[src/pkg/dram_ctrl_pkg.sv]
// Shared constants and types for the dynamic RAM controller.
// Assumes a single 20 MHz clock and no register bus.
package dram_ctrl_pkg;
	localparam int unsigned CLK_PERIOD_NS  = 50;
	localparam int unsigned ROW_CYCLES     = 2;
	localparam int unsigned COL_CYCLES     = 3;
	localparam int unsigned PRECHARGE_CYC  = 2;
	localparam int unsigned REFRESH_CYCLES = 4;
	localparam int unsigned REF_INTERVAL   = 300;
	localparam logic [6:0]  REF_ROW_RST    = 7'h00;
	localparam logic [6:0]  MUX_IDLE       = 7'h7F;
	localparam logic [3:0]  STROBES_IDLE   = 4'hF;
	localparam int unsigned TOP_BIT        = 6;

	typedef enum logic [6:0] {
		ST_IDLE   = 7'b0000001,
		ST_ROW    = 7'b0000010,
		ST_COL    = 7'b0000100,
		ST_ACK    = 7'b0001000,
		ST_REF    = 7'b0010000,
		ST_PRE    = 7'b0100000,
		ST_UNUSED = 7'b1000000
	} ctrl_state_e;

	typedef enum logic [1:0] {
		OP_READ    = 2'h0,
		OP_WRITE   = 2'h1,
		OP_REFRESH = 2'h2
	} op_kind_e;
endpackage

[src/pkg/refresh_if.sv]
// Carrier between the controller and its refresh timer.
// Assumes both ends share one clock.
interface refresh_if;
	logic restart;
	logic due;
	modport ctrl  (output restart, input due);
	modport timer (input restart, output due);
endinterface

[src/dram_refresh_access_controller.sv]
// Dynamic RAM controller: arbitration, address multiplexing, strobes.
// Assumes strap levels are seen as plain logic inputs, synchronous to clk_i.
//
// What this block does
// Row address comes from the low-order address inputs.
// Raised size strap selects 4K RAM mode, normal level selects 16K.
// Column address comes from the high-order address inputs.
// In 4K mode top column bit is chip select; in 16K it is column MSB.
// Multiplexed address drives RAM; in 4K mode top line is chip select.
// Write strobe drives the RAM write enables.
// Column strobe latches the column address into RAM.
// Bank select picks one of four banks; only its row strobe asserts.
// Advanced read strap swaps request pin roles and disables banks 0 and 1.
// Normal mode: low read request asks for a read cycle.
// Advanced mode: status latched at latch-enable falling edge; high means read.
// Low store request asks for a write cycle.
// Read and write requests count only while guarded select is low.
// Guarded select going high never cuts short a running cycle.
// Normal mode: high refresh request asks for a refresh cycle.
// Advanced mode offers no transparent refresh.
// Transfer done pulses marking read data valid or write data taken.
// Access begin asserts at start of access as early acknowledge.
// Access request during refresh delays access begin to transfer done.
// Clock strap high selects external clock instead of crystal.
// All operations are timed from the single clock.
// Arbiter chooses among read, write and refresh cycles.
// Idle controller samples requests on the rising clock edge.
// Simultaneous access and refresh: access runs first.
// Refresh row counter supplies refresh address; increments after each refresh.
// Refresh timer restarts whenever a refresh cycle starts from idle.
// Refresh interval is a parameter in clock cycles.
module dram_refresh_access_controller
	import dram_ctrl_pkg::*;
#(
	parameter int unsigned REFRESH_INTERVAL = REF_INTERVAL
) (
	input  wire logic       clk_i,
	input  wire logic       arst_n_i,
	input  wire logic [5:0] row_address_in_i,
	input  wire logic       row_msb_or_ram_size_strap_i,
	input  wire logic       ram_size_strap_i,
	input  wire logic [6:0] column_address_in_i,
	input  wire logic       bank_select_lsb_i,
	input  wire logic       bank_msb_or_advanced_read_strap_i,
	input  wire logic       advanced_read_strap_i,
	input  wire logic       read_request_n_i,
	input  wire logic       store_request_n_i,
	input  wire logic       guarded_select_n_i,
	input  wire logic       refresh_request_i,
	input  wire logic       crystal_or_clock_strap_i,
	output logic      [6:0] muxed_address_bus_o,
	output logic      [3:0] row_strobe_n_o,
	output logic            column_strobe_n_o,
	output logic            write_strobe_n_o,
	output logic            transfer_done_n_o,
	output logic            access_begin_n_o,
	output logic            external_clock_sel_o
);
	import dram_ctrl_pkg::*;

	// Bank decode used for the access row strobe path only; refresh uses fixed patterns
	function automatic logic [3:0] bank_decode(input logic [1:0] sel);
		bank_decode = ~(4'h1 << sel);
	endfunction

	refresh_if rif ();

	refresh_timer #(
		.INTERVAL (REFRESH_INTERVAL)
	) u_timer (
		.clk_i    (clk_i),
		.arst_n_i (arst_n_i),
		.rif      (rif)
	);

	ctrl_state_e state_ff;
	op_kind_e    op_ff;
	logic [2:0]  phase_ff;
	logic [6:0]  ref_row_ff;
	logic        ref_pend_ff;
	logic        delay_ack_ff;
	logic        ale_prev_ff;
	logic        adv_read_ff;
	logic [5:0]  row_lat_ff;
	logic        row_msb_lat_ff;
	logic [6:0]  col_lat_ff;
	logic [1:0]  bank_lat_ff;
	logic [6:0]  mux_ff;
	logic [3:0]  ras_ff;
	logic        cas_ff;
	logic        we_ff;
	logic        transfer_done_n_ff;
	logic        access_begin_n_ff;
	logic        ext_clk_ff;

	logic        mode_4k;
	logic        adv_mode;
	logic        rd_req;
	logic        wr_req;
	logic        ref_req;
	logic        ale_fall;
	logic [1:0]  bank_sel;
	logic        phase_end;

	assign mode_4k  = ram_size_strap_i;
	assign adv_mode = advanced_read_strap_i;
	assign ale_fall = adv_mode && ale_prev_ff && !refresh_request_i;
	// Gated requests; select only qualifies new requests
	assign rd_req   = !guarded_select_n_i && (adv_mode ? adv_read_ff : !read_request_n_i);
	assign wr_req   = !guarded_select_n_i && !store_request_n_i;
	assign ref_req  = ref_pend_ff || rif.due || (!adv_mode && refresh_request_i);
	// In advanced mode the upper bank pin is a strap, banks 2 and 3 only
	assign bank_sel = adv_mode ? {1'b1, bank_select_lsb_i}
	                           : {bank_msb_or_advanced_read_strap_i, bank_select_lsb_i};
	assign phase_end = (phase_ff == 3'h0);
	assign rif.restart = (state_ff == ST_IDLE) && ref_req && !(rd_req || wr_req);

	assign muxed_address_bus_o  = mux_ff;
	assign row_strobe_n_o       = ras_ff;
	assign column_strobe_n_o    = cas_ff;
	assign write_strobe_n_o     = we_ff;
	assign transfer_done_n_o    = transfer_done_n_ff;
	assign access_begin_n_o     = access_begin_n_ff;
	assign external_clock_sel_o = ext_clk_ff;

	// Clock source select reported for the clock tree
	always_ff @(posedge clk_i or negedge arst_n_i) begin
		if (!arst_n_i) begin
			ext_clk_ff <= 1'b0;
		end else begin
			ext_clk_ff <= crystal_or_clock_strap_i;
		end
	end

	// Latch enable history for edge detect
	always_ff @(posedge clk_i or negedge arst_n_i) begin
		if (!arst_n_i) begin
			ale_prev_ff <= 1'b0;
		end else begin
			ale_prev_ff <= refresh_request_i;
		end
	end

	// Status latch on falling latch enable
	always_ff @(posedge clk_i or negedge arst_n_i) begin
		if (!arst_n_i) begin
			adv_read_ff <= 1'b0;
		end else if (ale_fall) begin
			adv_read_ff <= read_request_n_i;
		end else if (state_ff == ST_IDLE && adv_read_ff && rd_req && !wr_req) begin
			adv_read_ff <= 1'b0;
		end
	end

	// Pending refresh: request during access runs after it
	always_ff @(posedge clk_i or negedge arst_n_i) begin
		if (!arst_n_i) begin
			ref_pend_ff <= 1'b0;
		// Pin request taken at once is not kept
		end else if (!adv_mode && refresh_request_i && !rif.restart) begin
			ref_pend_ff <= 1'b1;
		end else if (rif.due && state_ff != ST_IDLE) begin
			ref_pend_ff <= 1'b1;
		end else if (rif.restart) begin
			ref_pend_ff <= 1'b0;
		end
	end

	// Delayed acknowledge when access asked during refresh
	always_ff @(posedge clk_i or negedge arst_n_i) begin
		if (!arst_n_i) begin
			delay_ack_ff <= 1'b0;
		end else if ((state_ff == ST_REF || (state_ff == ST_PRE && op_ff == OP_REFRESH))
		             && (rd_req || wr_req)) begin
			delay_ack_ff <= 1'b1;
		end else if (state_ff == ST_PRE && op_ff != OP_REFRESH) begin
			delay_ack_ff <= 1'b0;
		end
	end

	// Refresh row counter
	always_ff @(posedge clk_i or negedge arst_n_i) begin
		if (!arst_n_i) begin
			ref_row_ff <= REF_ROW_RST;
		end else if (state_ff == ST_REF && phase_end) begin
			ref_row_ff <= ref_row_ff + 7'h01;
		end
	end

	// Operation kind chosen at cycle start
	always_ff @(posedge clk_i or negedge arst_n_i) begin
		if (!arst_n_i) begin
			op_ff <= OP_READ;
		end else if (state_ff == ST_IDLE) begin
			if (wr_req) begin
				op_ff <= OP_WRITE;
			end else if (rd_req) begin
				op_ff <= OP_READ;
			end else if (ref_req) begin
				op_ff <= OP_REFRESH;
			end
		end
	end

	// Cycle sequencer; once started a cycle runs to its end
	always_ff @(posedge clk_i or negedge arst_n_i) begin
		if (!arst_n_i) begin
			state_ff <= ST_IDLE;
			phase_ff <= 3'h0;
		end else begin
			case (state_ff)
				ST_IDLE: begin
					if (wr_req) begin
						state_ff <= ST_ROW;
						phase_ff <= 3'(ROW_CYCLES - 1);
					end else if (rd_req) begin
						state_ff <= ST_ROW;
						phase_ff <= 3'(ROW_CYCLES - 1);
					end else if (ref_req) begin
						state_ff <= ST_REF;
						phase_ff <= 3'(REFRESH_CYCLES - 1);
					end
				end
				ST_ROW: begin
					if (phase_end) begin
						state_ff <= ST_COL;
						phase_ff <= 3'(COL_CYCLES - 1);
					end else begin
						phase_ff <= phase_ff - 3'h1;
					end
				end
				ST_COL: begin
					if (phase_end) begin
						state_ff <= ST_ACK;
					end else begin
						phase_ff <= phase_ff - 3'h1;
					end
				end
				ST_ACK: begin
					state_ff <= ST_PRE;
					phase_ff <= 3'(PRECHARGE_CYC - 1);
				end
				ST_REF: begin
					if (phase_end) begin
						state_ff <= ST_PRE;
						phase_ff <= 3'(PRECHARGE_CYC - 1);
					end else begin
						phase_ff <= phase_ff - 3'h1;
					end
				end
				ST_PRE: begin
					if (phase_end) begin
						state_ff <= ST_IDLE;
					end else begin
						phase_ff <= phase_ff - 3'h1;
					end
				end
				default: begin
					state_ff <= ST_IDLE;
				end
			endcase
		end
	end

	// Address and bank capture at cycle start
	always_ff @(posedge clk_i or negedge arst_n_i) begin
		if (!arst_n_i) begin
			row_lat_ff     <= 6'h00;
			row_msb_lat_ff <= 1'b0;
			col_lat_ff     <= 7'h00;
			bank_lat_ff    <= 2'h0;
		end else if (state_ff == ST_IDLE) begin
			row_lat_ff     <= row_address_in_i;
			row_msb_lat_ff <= row_msb_or_ram_size_strap_i;
			col_lat_ff     <= column_address_in_i;
			bank_lat_ff    <= bank_sel;
		end
	end

	// Address multiplexer
	always_ff @(posedge clk_i or negedge arst_n_i) begin
		if (!arst_n_i) begin
			mux_ff <= MUX_IDLE;
		end else begin
			case (state_ff)
				ST_ROW: begin
					// 4K: top line carries chip select through the cycle
					mux_ff <= mode_4k ? {col_lat_ff[TOP_BIT], row_lat_ff}
					                  : {row_msb_lat_ff, row_lat_ff};
				end
				ST_COL, ST_ACK: begin
					mux_ff <= col_lat_ff;
				end
				ST_REF: begin
					mux_ff <= mode_4k ? {1'b0, ref_row_ff[5:0]} : ref_row_ff;
				end
				default: begin
					mux_ff <= MUX_IDLE;
				end
			endcase
		end
	end

	// Row strobes: one bank for access, all enabled banks for refresh
	always_ff @(posedge clk_i or negedge arst_n_i) begin
		if (!arst_n_i) begin
			ras_ff <= STROBES_IDLE;
		end else if ((state_ff == ST_ROW && phase_ff != 3'(ROW_CYCLES - 1))
		             || state_ff == ST_COL || state_ff == ST_ACK) begin
			ras_ff <= bank_decode(bank_lat_ff);
		end else if (state_ff == ST_REF) begin
			ras_ff <= adv_mode ? 4'h3 : 4'h0;
		end else begin
			ras_ff <= STROBES_IDLE;
		end
	end

	// Column strobe
	always_ff @(posedge clk_i or negedge arst_n_i) begin
		if (!arst_n_i) begin
			cas_ff <= 1'b1;
		end else begin
			cas_ff <= !((state_ff == ST_COL && phase_ff != 3'(COL_CYCLES - 1)) || state_ff == ST_ACK);
		end
	end

	// Write strobe
	always_ff @(posedge clk_i or negedge arst_n_i) begin
		if (!arst_n_i) begin
			we_ff <= 1'b1;
		end else begin
			we_ff <= !((state_ff == ST_COL || state_ff == ST_ACK) && op_ff == OP_WRITE);
		end
	end

	// Transfer done pulse
	always_ff @(posedge clk_i or negedge arst_n_i) begin
		if (!arst_n_i) begin
			transfer_done_n_ff <= 1'b1;
		end else begin
			transfer_done_n_ff <= !(state_ff == ST_ACK);
		end
	end

	// Access begin, early or delayed
	always_ff @(posedge clk_i or negedge arst_n_i) begin
		if (!arst_n_i) begin
			access_begin_n_ff <= 1'b1;
		end else if (state_ff == ST_ROW && phase_ff == 3'(ROW_CYCLES - 1) && !delay_ack_ff) begin
			access_begin_n_ff <= 1'b0;
		end else if (state_ff == ST_ACK) begin
			access_begin_n_ff <= 1'b0;
		end else if (state_ff == ST_PRE || state_ff == ST_IDLE) begin
			access_begin_n_ff <= 1'b1;
		end
	end
endmodule

[src/refresh_timer.sv]
// Internal refresh interval timer.
// Assumes restart is a one-cycle pulse from the controller.
module refresh_timer
	import dram_ctrl_pkg::*;
#(
	parameter int unsigned INTERVAL = REF_INTERVAL
) (
	input  wire logic clk_i,
	input  wire logic arst_n_i,
	refresh_if.timer  rif
);
	localparam int unsigned CW = $clog2(INTERVAL + 1);
	logic [CW-1:0] count_ff;
	logic          due_ff;

	assign rif.due = due_ff;

	// Count toward the next refresh
	always_ff @(posedge clk_i or negedge arst_n_i) begin
		if (!arst_n_i) begin
			count_ff <= '0;
		end else if (rif.restart) begin
			count_ff <= '0;
		end else if (count_ff != CW'(INTERVAL - 1)) begin
			count_ff <= count_ff + CW'(1);
		end
	end

	// Sticky due flag, set wins over restart
	always_ff @(posedge clk_i or negedge arst_n_i) begin
		if (!arst_n_i) begin
			due_ff <= 1'b0;
		end else if (count_ff == CW'(INTERVAL - 2)) begin
			due_ff <= 1'b1;
		end else if (rif.restart) begin
			due_ff <= 1'b0;
		end
	end
endmodule

[config.mk]
export PLATFORM = sky130hd
export DESIGN_NAME = dram_refresh_access_controller
export DESIGN_NICKNAME = d
export VERILOG_FILES = /design/src/pkg/dram_ctrl_pkg.sv /design/src/pkg/refresh_if.sv /design/src/dram_refresh_access_controller.sv /design/src/refresh_timer.sv
export SDC_FILE = /design/constraint.sdc
export NUM_CORES = 1
export LEC_CHECK = 0
export BUFFER_PORTS_ARGS = -buffer_cell sky130_fd_sc_hd__buf_2
export CAP_MARGIN = 0
export CORE_MARGIN = 2
export CORE_UTILIZATION = 30
export CTS_BUF_LIST = sky130_fd_sc_hd__clkbuf_4 sky130_fd_sc_hd__clkbuf_8 sky130_fd_sc_hd__clkbuf_16
export DETAILED_ROUTE_END_ITERATION = 16
export PLACE_DENSITY = 0.49
export SYNTH_ARGS = -nofsm -noshare
export SYNTH_HDL_FRONTEND = slang
export SYNTH_HIERARCHICAL = 1
export SYNTH_SLANG_ARGS = --single-unit
[constraint.sdc]
create_clock -name clk_i -period 1.9 [get_ports clk_i]
set_input_delay 0 -clock clk_i [delete_from_list [all_inputs] [get_ports clk_i]]
set_output_delay 0 -clock clk_i [all_outputs]
set_load 0.02 [all_outputs]
==> impl_metrics.env <==
export IMPL_crit_end="state_ff[0]"
export IMPL_n_antenna_cell=0
export IMPL_initial_core_util_pct=30.5
export IMPL_critPathLaunchType="flip-flop"
export IMPL_power_mw=5.44
export IMPL_crit_slowest_cell="dfstp_2"
export IMPL_cts_buffers=9
export IMPL_place_ws_ns=0.0202
export IMPL_critPathLaunch="state_ff[0]"
export IMPL_max_cap_violations=0
export IMPL_synth_simple_area_share_pct=22.6
export IMPL_synthCells=298
export IMPL_drc_errors=0
export IMPL_slew_viol_final=0
export IMPL_drt_iter0_drc=153
export IMPL_cts_tree="yes"
export IMPL_critPathCaptureType="flip-flop"
export IMPL_dieArea_um2=11200
export IMPL_synth_distinct_cells=61
export IMPL_setup_viol=0
export IMPL_grt_pass1_wl_um=12500
export IMPL_clkSinkCount=64
export IMPL_area_growth_pct=26.6
export IMPL_yosysWarningCount=6
export IMPL_rows=37
export IMPL_dpl_cell_count=476
export IMPL_synth_ff_type="dfrtp_1"
export IMPL_synthAdderAreaFrac_pct=2.82
export IMPL_routed_via_density=4.80
export IMPL_muxShareOfSynthArea_pct=1.09
export IMPL_synth_cell_area_um2=3100
export IMPL_place_congestion=0.824
export IMPL_grt_max_degree=42
export IMPL_period_needed_ns=1.80
export IMPL_path_max_fanout=9
export IMPL_status="complete, no violations"
export IMPL_critPathKind="reg -> reg"
export IMPL_final_cell_mix="nand2_1, dfrtp_1, buf_2"
export IMPL_seq_area_frac_synth_pct=52.3
export IMPL_crit_arrival_ns=2.06
export IMPL_core_area_um2=10200
export IMPL_worstMarginPinSlew_ns=0.573
export IMPL_crit_path_max_incr_delay_ns=0.61
export IMPL_wl_per_cell_um=14.1
export IMPL_post_cts_buffers=0
export IMPL_relSlewSlack_pct=61.8
export IMPL_vias=2461
export IMPL_setup_slack_ns=0.0957
export IMPL_fin_tns_setup_ns=0
export IMPL_fmax_ghz=0.554
export IMPL_cp_data_required_time_ns=2.16
export IMPL_ys_ff_latch=64
export IMPL_die_w_um=106
export IMPL_clk_latency_ns=0.34
export IMPL_synth_compound_area_share_pct=14.2
export IMPL_layout_commonest_cell="nand2_1"
export IMPL_portBuffers=40
export IMPL_grt_pass1_vias=2480
export IMPL_htreeDepth=3
export IMPL_finalHoldViolCount=0
export IMPL_clkTransAtPathRegs_ns=0.07
export IMPL_cts_root_buf="clkbuf_8"
export IMPL_synth_nets=330
export IMPL_period_share_pct=95.0
export IMPL_worstHoldPathType="in -> reg"
export IMPL_power_density_nw_per_um2=1390
export IMPL_cts_max_path_buffers=2
export IMPL_finClkSkew_ns=0.0113
export IMPL_worstRegToRegCells=4
export IMPL_path_cells="nor2_2 -> and3_1 -> or3_4 -> o31ai_4"
export IMPL_worstHoldStart="advanced_read_strap_i"
export IMPL_final_nets=404
export IMPL_final_cells=513
export IMPL_routed_wl_um=7220
export IMPL_drive_gt1_share_pct=30.2
export IMPL_async_flop_share_pct=100
export IMPL_synth_edf_count=0
export IMPL_synth_top_family_by_area="simple AND/OR/NAND/NOR gates"
export IMPL_postSynthAreaPerCell_um2=10.4
export IMPL_timing_rr_start="state_ff[0]"
export IMPL_dr_pass1_iters=5
export IMPL_vdd_drop_max_mv=0.511
export IMPL_r2r_end="state_ff[0]"
export IMPL_hpwl_um=5030
export IMPL_die_h_um=106
export IMPL_antenna_found_initial=0
export IMPL_rrSetupSlack_ns=0.1
export IMPL_grt_overflow_total=0
export IMPL_leakage_nw=1.74
export IMPL_io_pins=41
export IMPL_track_usage_pct=14.3
export IMPL_ant_nets=0
export IMPL_synth_xor_area_share_pct=2.82
## report_power, final
| group | internal, mW | switching [mW] | leakage [nW] |
|---|---|---|---|
| combinational | 0.938 | 1.22 | 0.872 |
| sequential | 1.85 | 0.344 | 0.769 |
| clock | 0.570 | 0.517 | 0.0963 |
| total | 3.35 | 2.09 | 1.74 |
## cells in the mapped netlist, types with 2 or more instances
master,number,area share [%]
nand2_1,60,7.3
dfrtp_1,48,39
dfstp_2,16,14
nor2_1,15,1.8
o21ai_0,13,2.1
a21oi_1,12,1.9
inv_1,11,1.3
ha_1,7,2.8
nand3_1,7,1.1
xnor2_1,7,2.0
a222oi_1,6,1.9
a31oi_1,6,1.2
nand3b_1,6,1.5
nand4_1,6,1.2
nor2b_1,5,1.0
buf_6,4,1.5
clkbuf_1,4,0.48
or3_1,4,0.81
and3_1,3,0.60
buf_2,3,0.48
mux2_2,3,1.1
nand2b_1,3,0.60
xor2_1,3,0.85
a211oi_2,2,0.81
a221o_1,2,0.65
a22oi_1,2,0.48
buf_4,2,0.48
nand4b_1,2,0.56
nor3b_1,2,0.48
nor4b_1,2,0.56
o21a_1,2,0.48
## worst min path at each step
stage / to / slack [ns] / depth (start not counted)
floorplan: adv_read_ff / -0.30 / 0
global placement: phase_ff[0] / 0.03 / 1
detailed placement: phase_ff[1] / 0.03 / 1
CTS: bank_lat_ff[1] / 0.04 / 3
global route: row_strobe_n_o[1] / 0.06 / 3
finish: bank_lat_ff[1] / 0.03 / 3
## routing by layer
metal | part of all wire [%] | global-route usage, % | up-vias
met4 | 0.86 | 3.48 | 0
li1 | - | - | 1207
met2 | 46 | 21.8 | 62
met1 | 48 | 20.0 | 1185
met5 | 0 | 0 | -
met3 | 5.8 | 4.08 | 7
## metrics by stage
stage / hold WS (ns) / utilization [%] / area [um^2]
5_1_grt: 0.0634 / 38.6 / 3930
6_report: 0.0344 / 38.6 / 3930
3_5_place_dp: 0.0347 / 34.4 / 3510
4_1_cts: 0.0354 / 38.3 / 3900
2_1_floorplan: -0.296 / - / 3100
3_3_place_gp: 0.0303 / 34.4 / 3510
## what timing repair did
item                                   in CTS  in global routing
endpoints found under the hold margin      30                  0
hold buffers                               21                  0
setup endpoints to repair                   0                  7
resized for setup                           0                  9
## layout make-up
cell class              instances  area [um^2]
fillers                      1051         6260
flip-flops and latches         64         1630
multi-input cells             210         1370
repair buffers                 76          536
well taps                     136          170
clock buffers                  13          166
inverters                      11         41.3
clock inverters                 3         17.5
## registers in the layout, summed over array words and instances (netlist names), 2 cells and up
register	flops
col_lat_ff	7
phase_ff	3
ref_row_ff	7
bank_lat_ff	2
state_ff	6
op_ff	2
u_timer/count_ff	9
row_lat_ff	6
muxed_address_bus_o	7
row_strobe_n_o	4
## critical path: cells and delay by family (launching register included)
family	cells	cell delay (ns)
DFF	1	0.61
AOI/OAI and AO/OA	1	0.26
and+or+nand+nor	3	0.85
## logic make-up after synthesis
kind of cell	after synthesis
xor+xnor	10
fa+ha+maj	7
flops	64
simple gates	130
compound gates	60
mux	3
buf+inv	24
(Power assumes the default switching activity.)
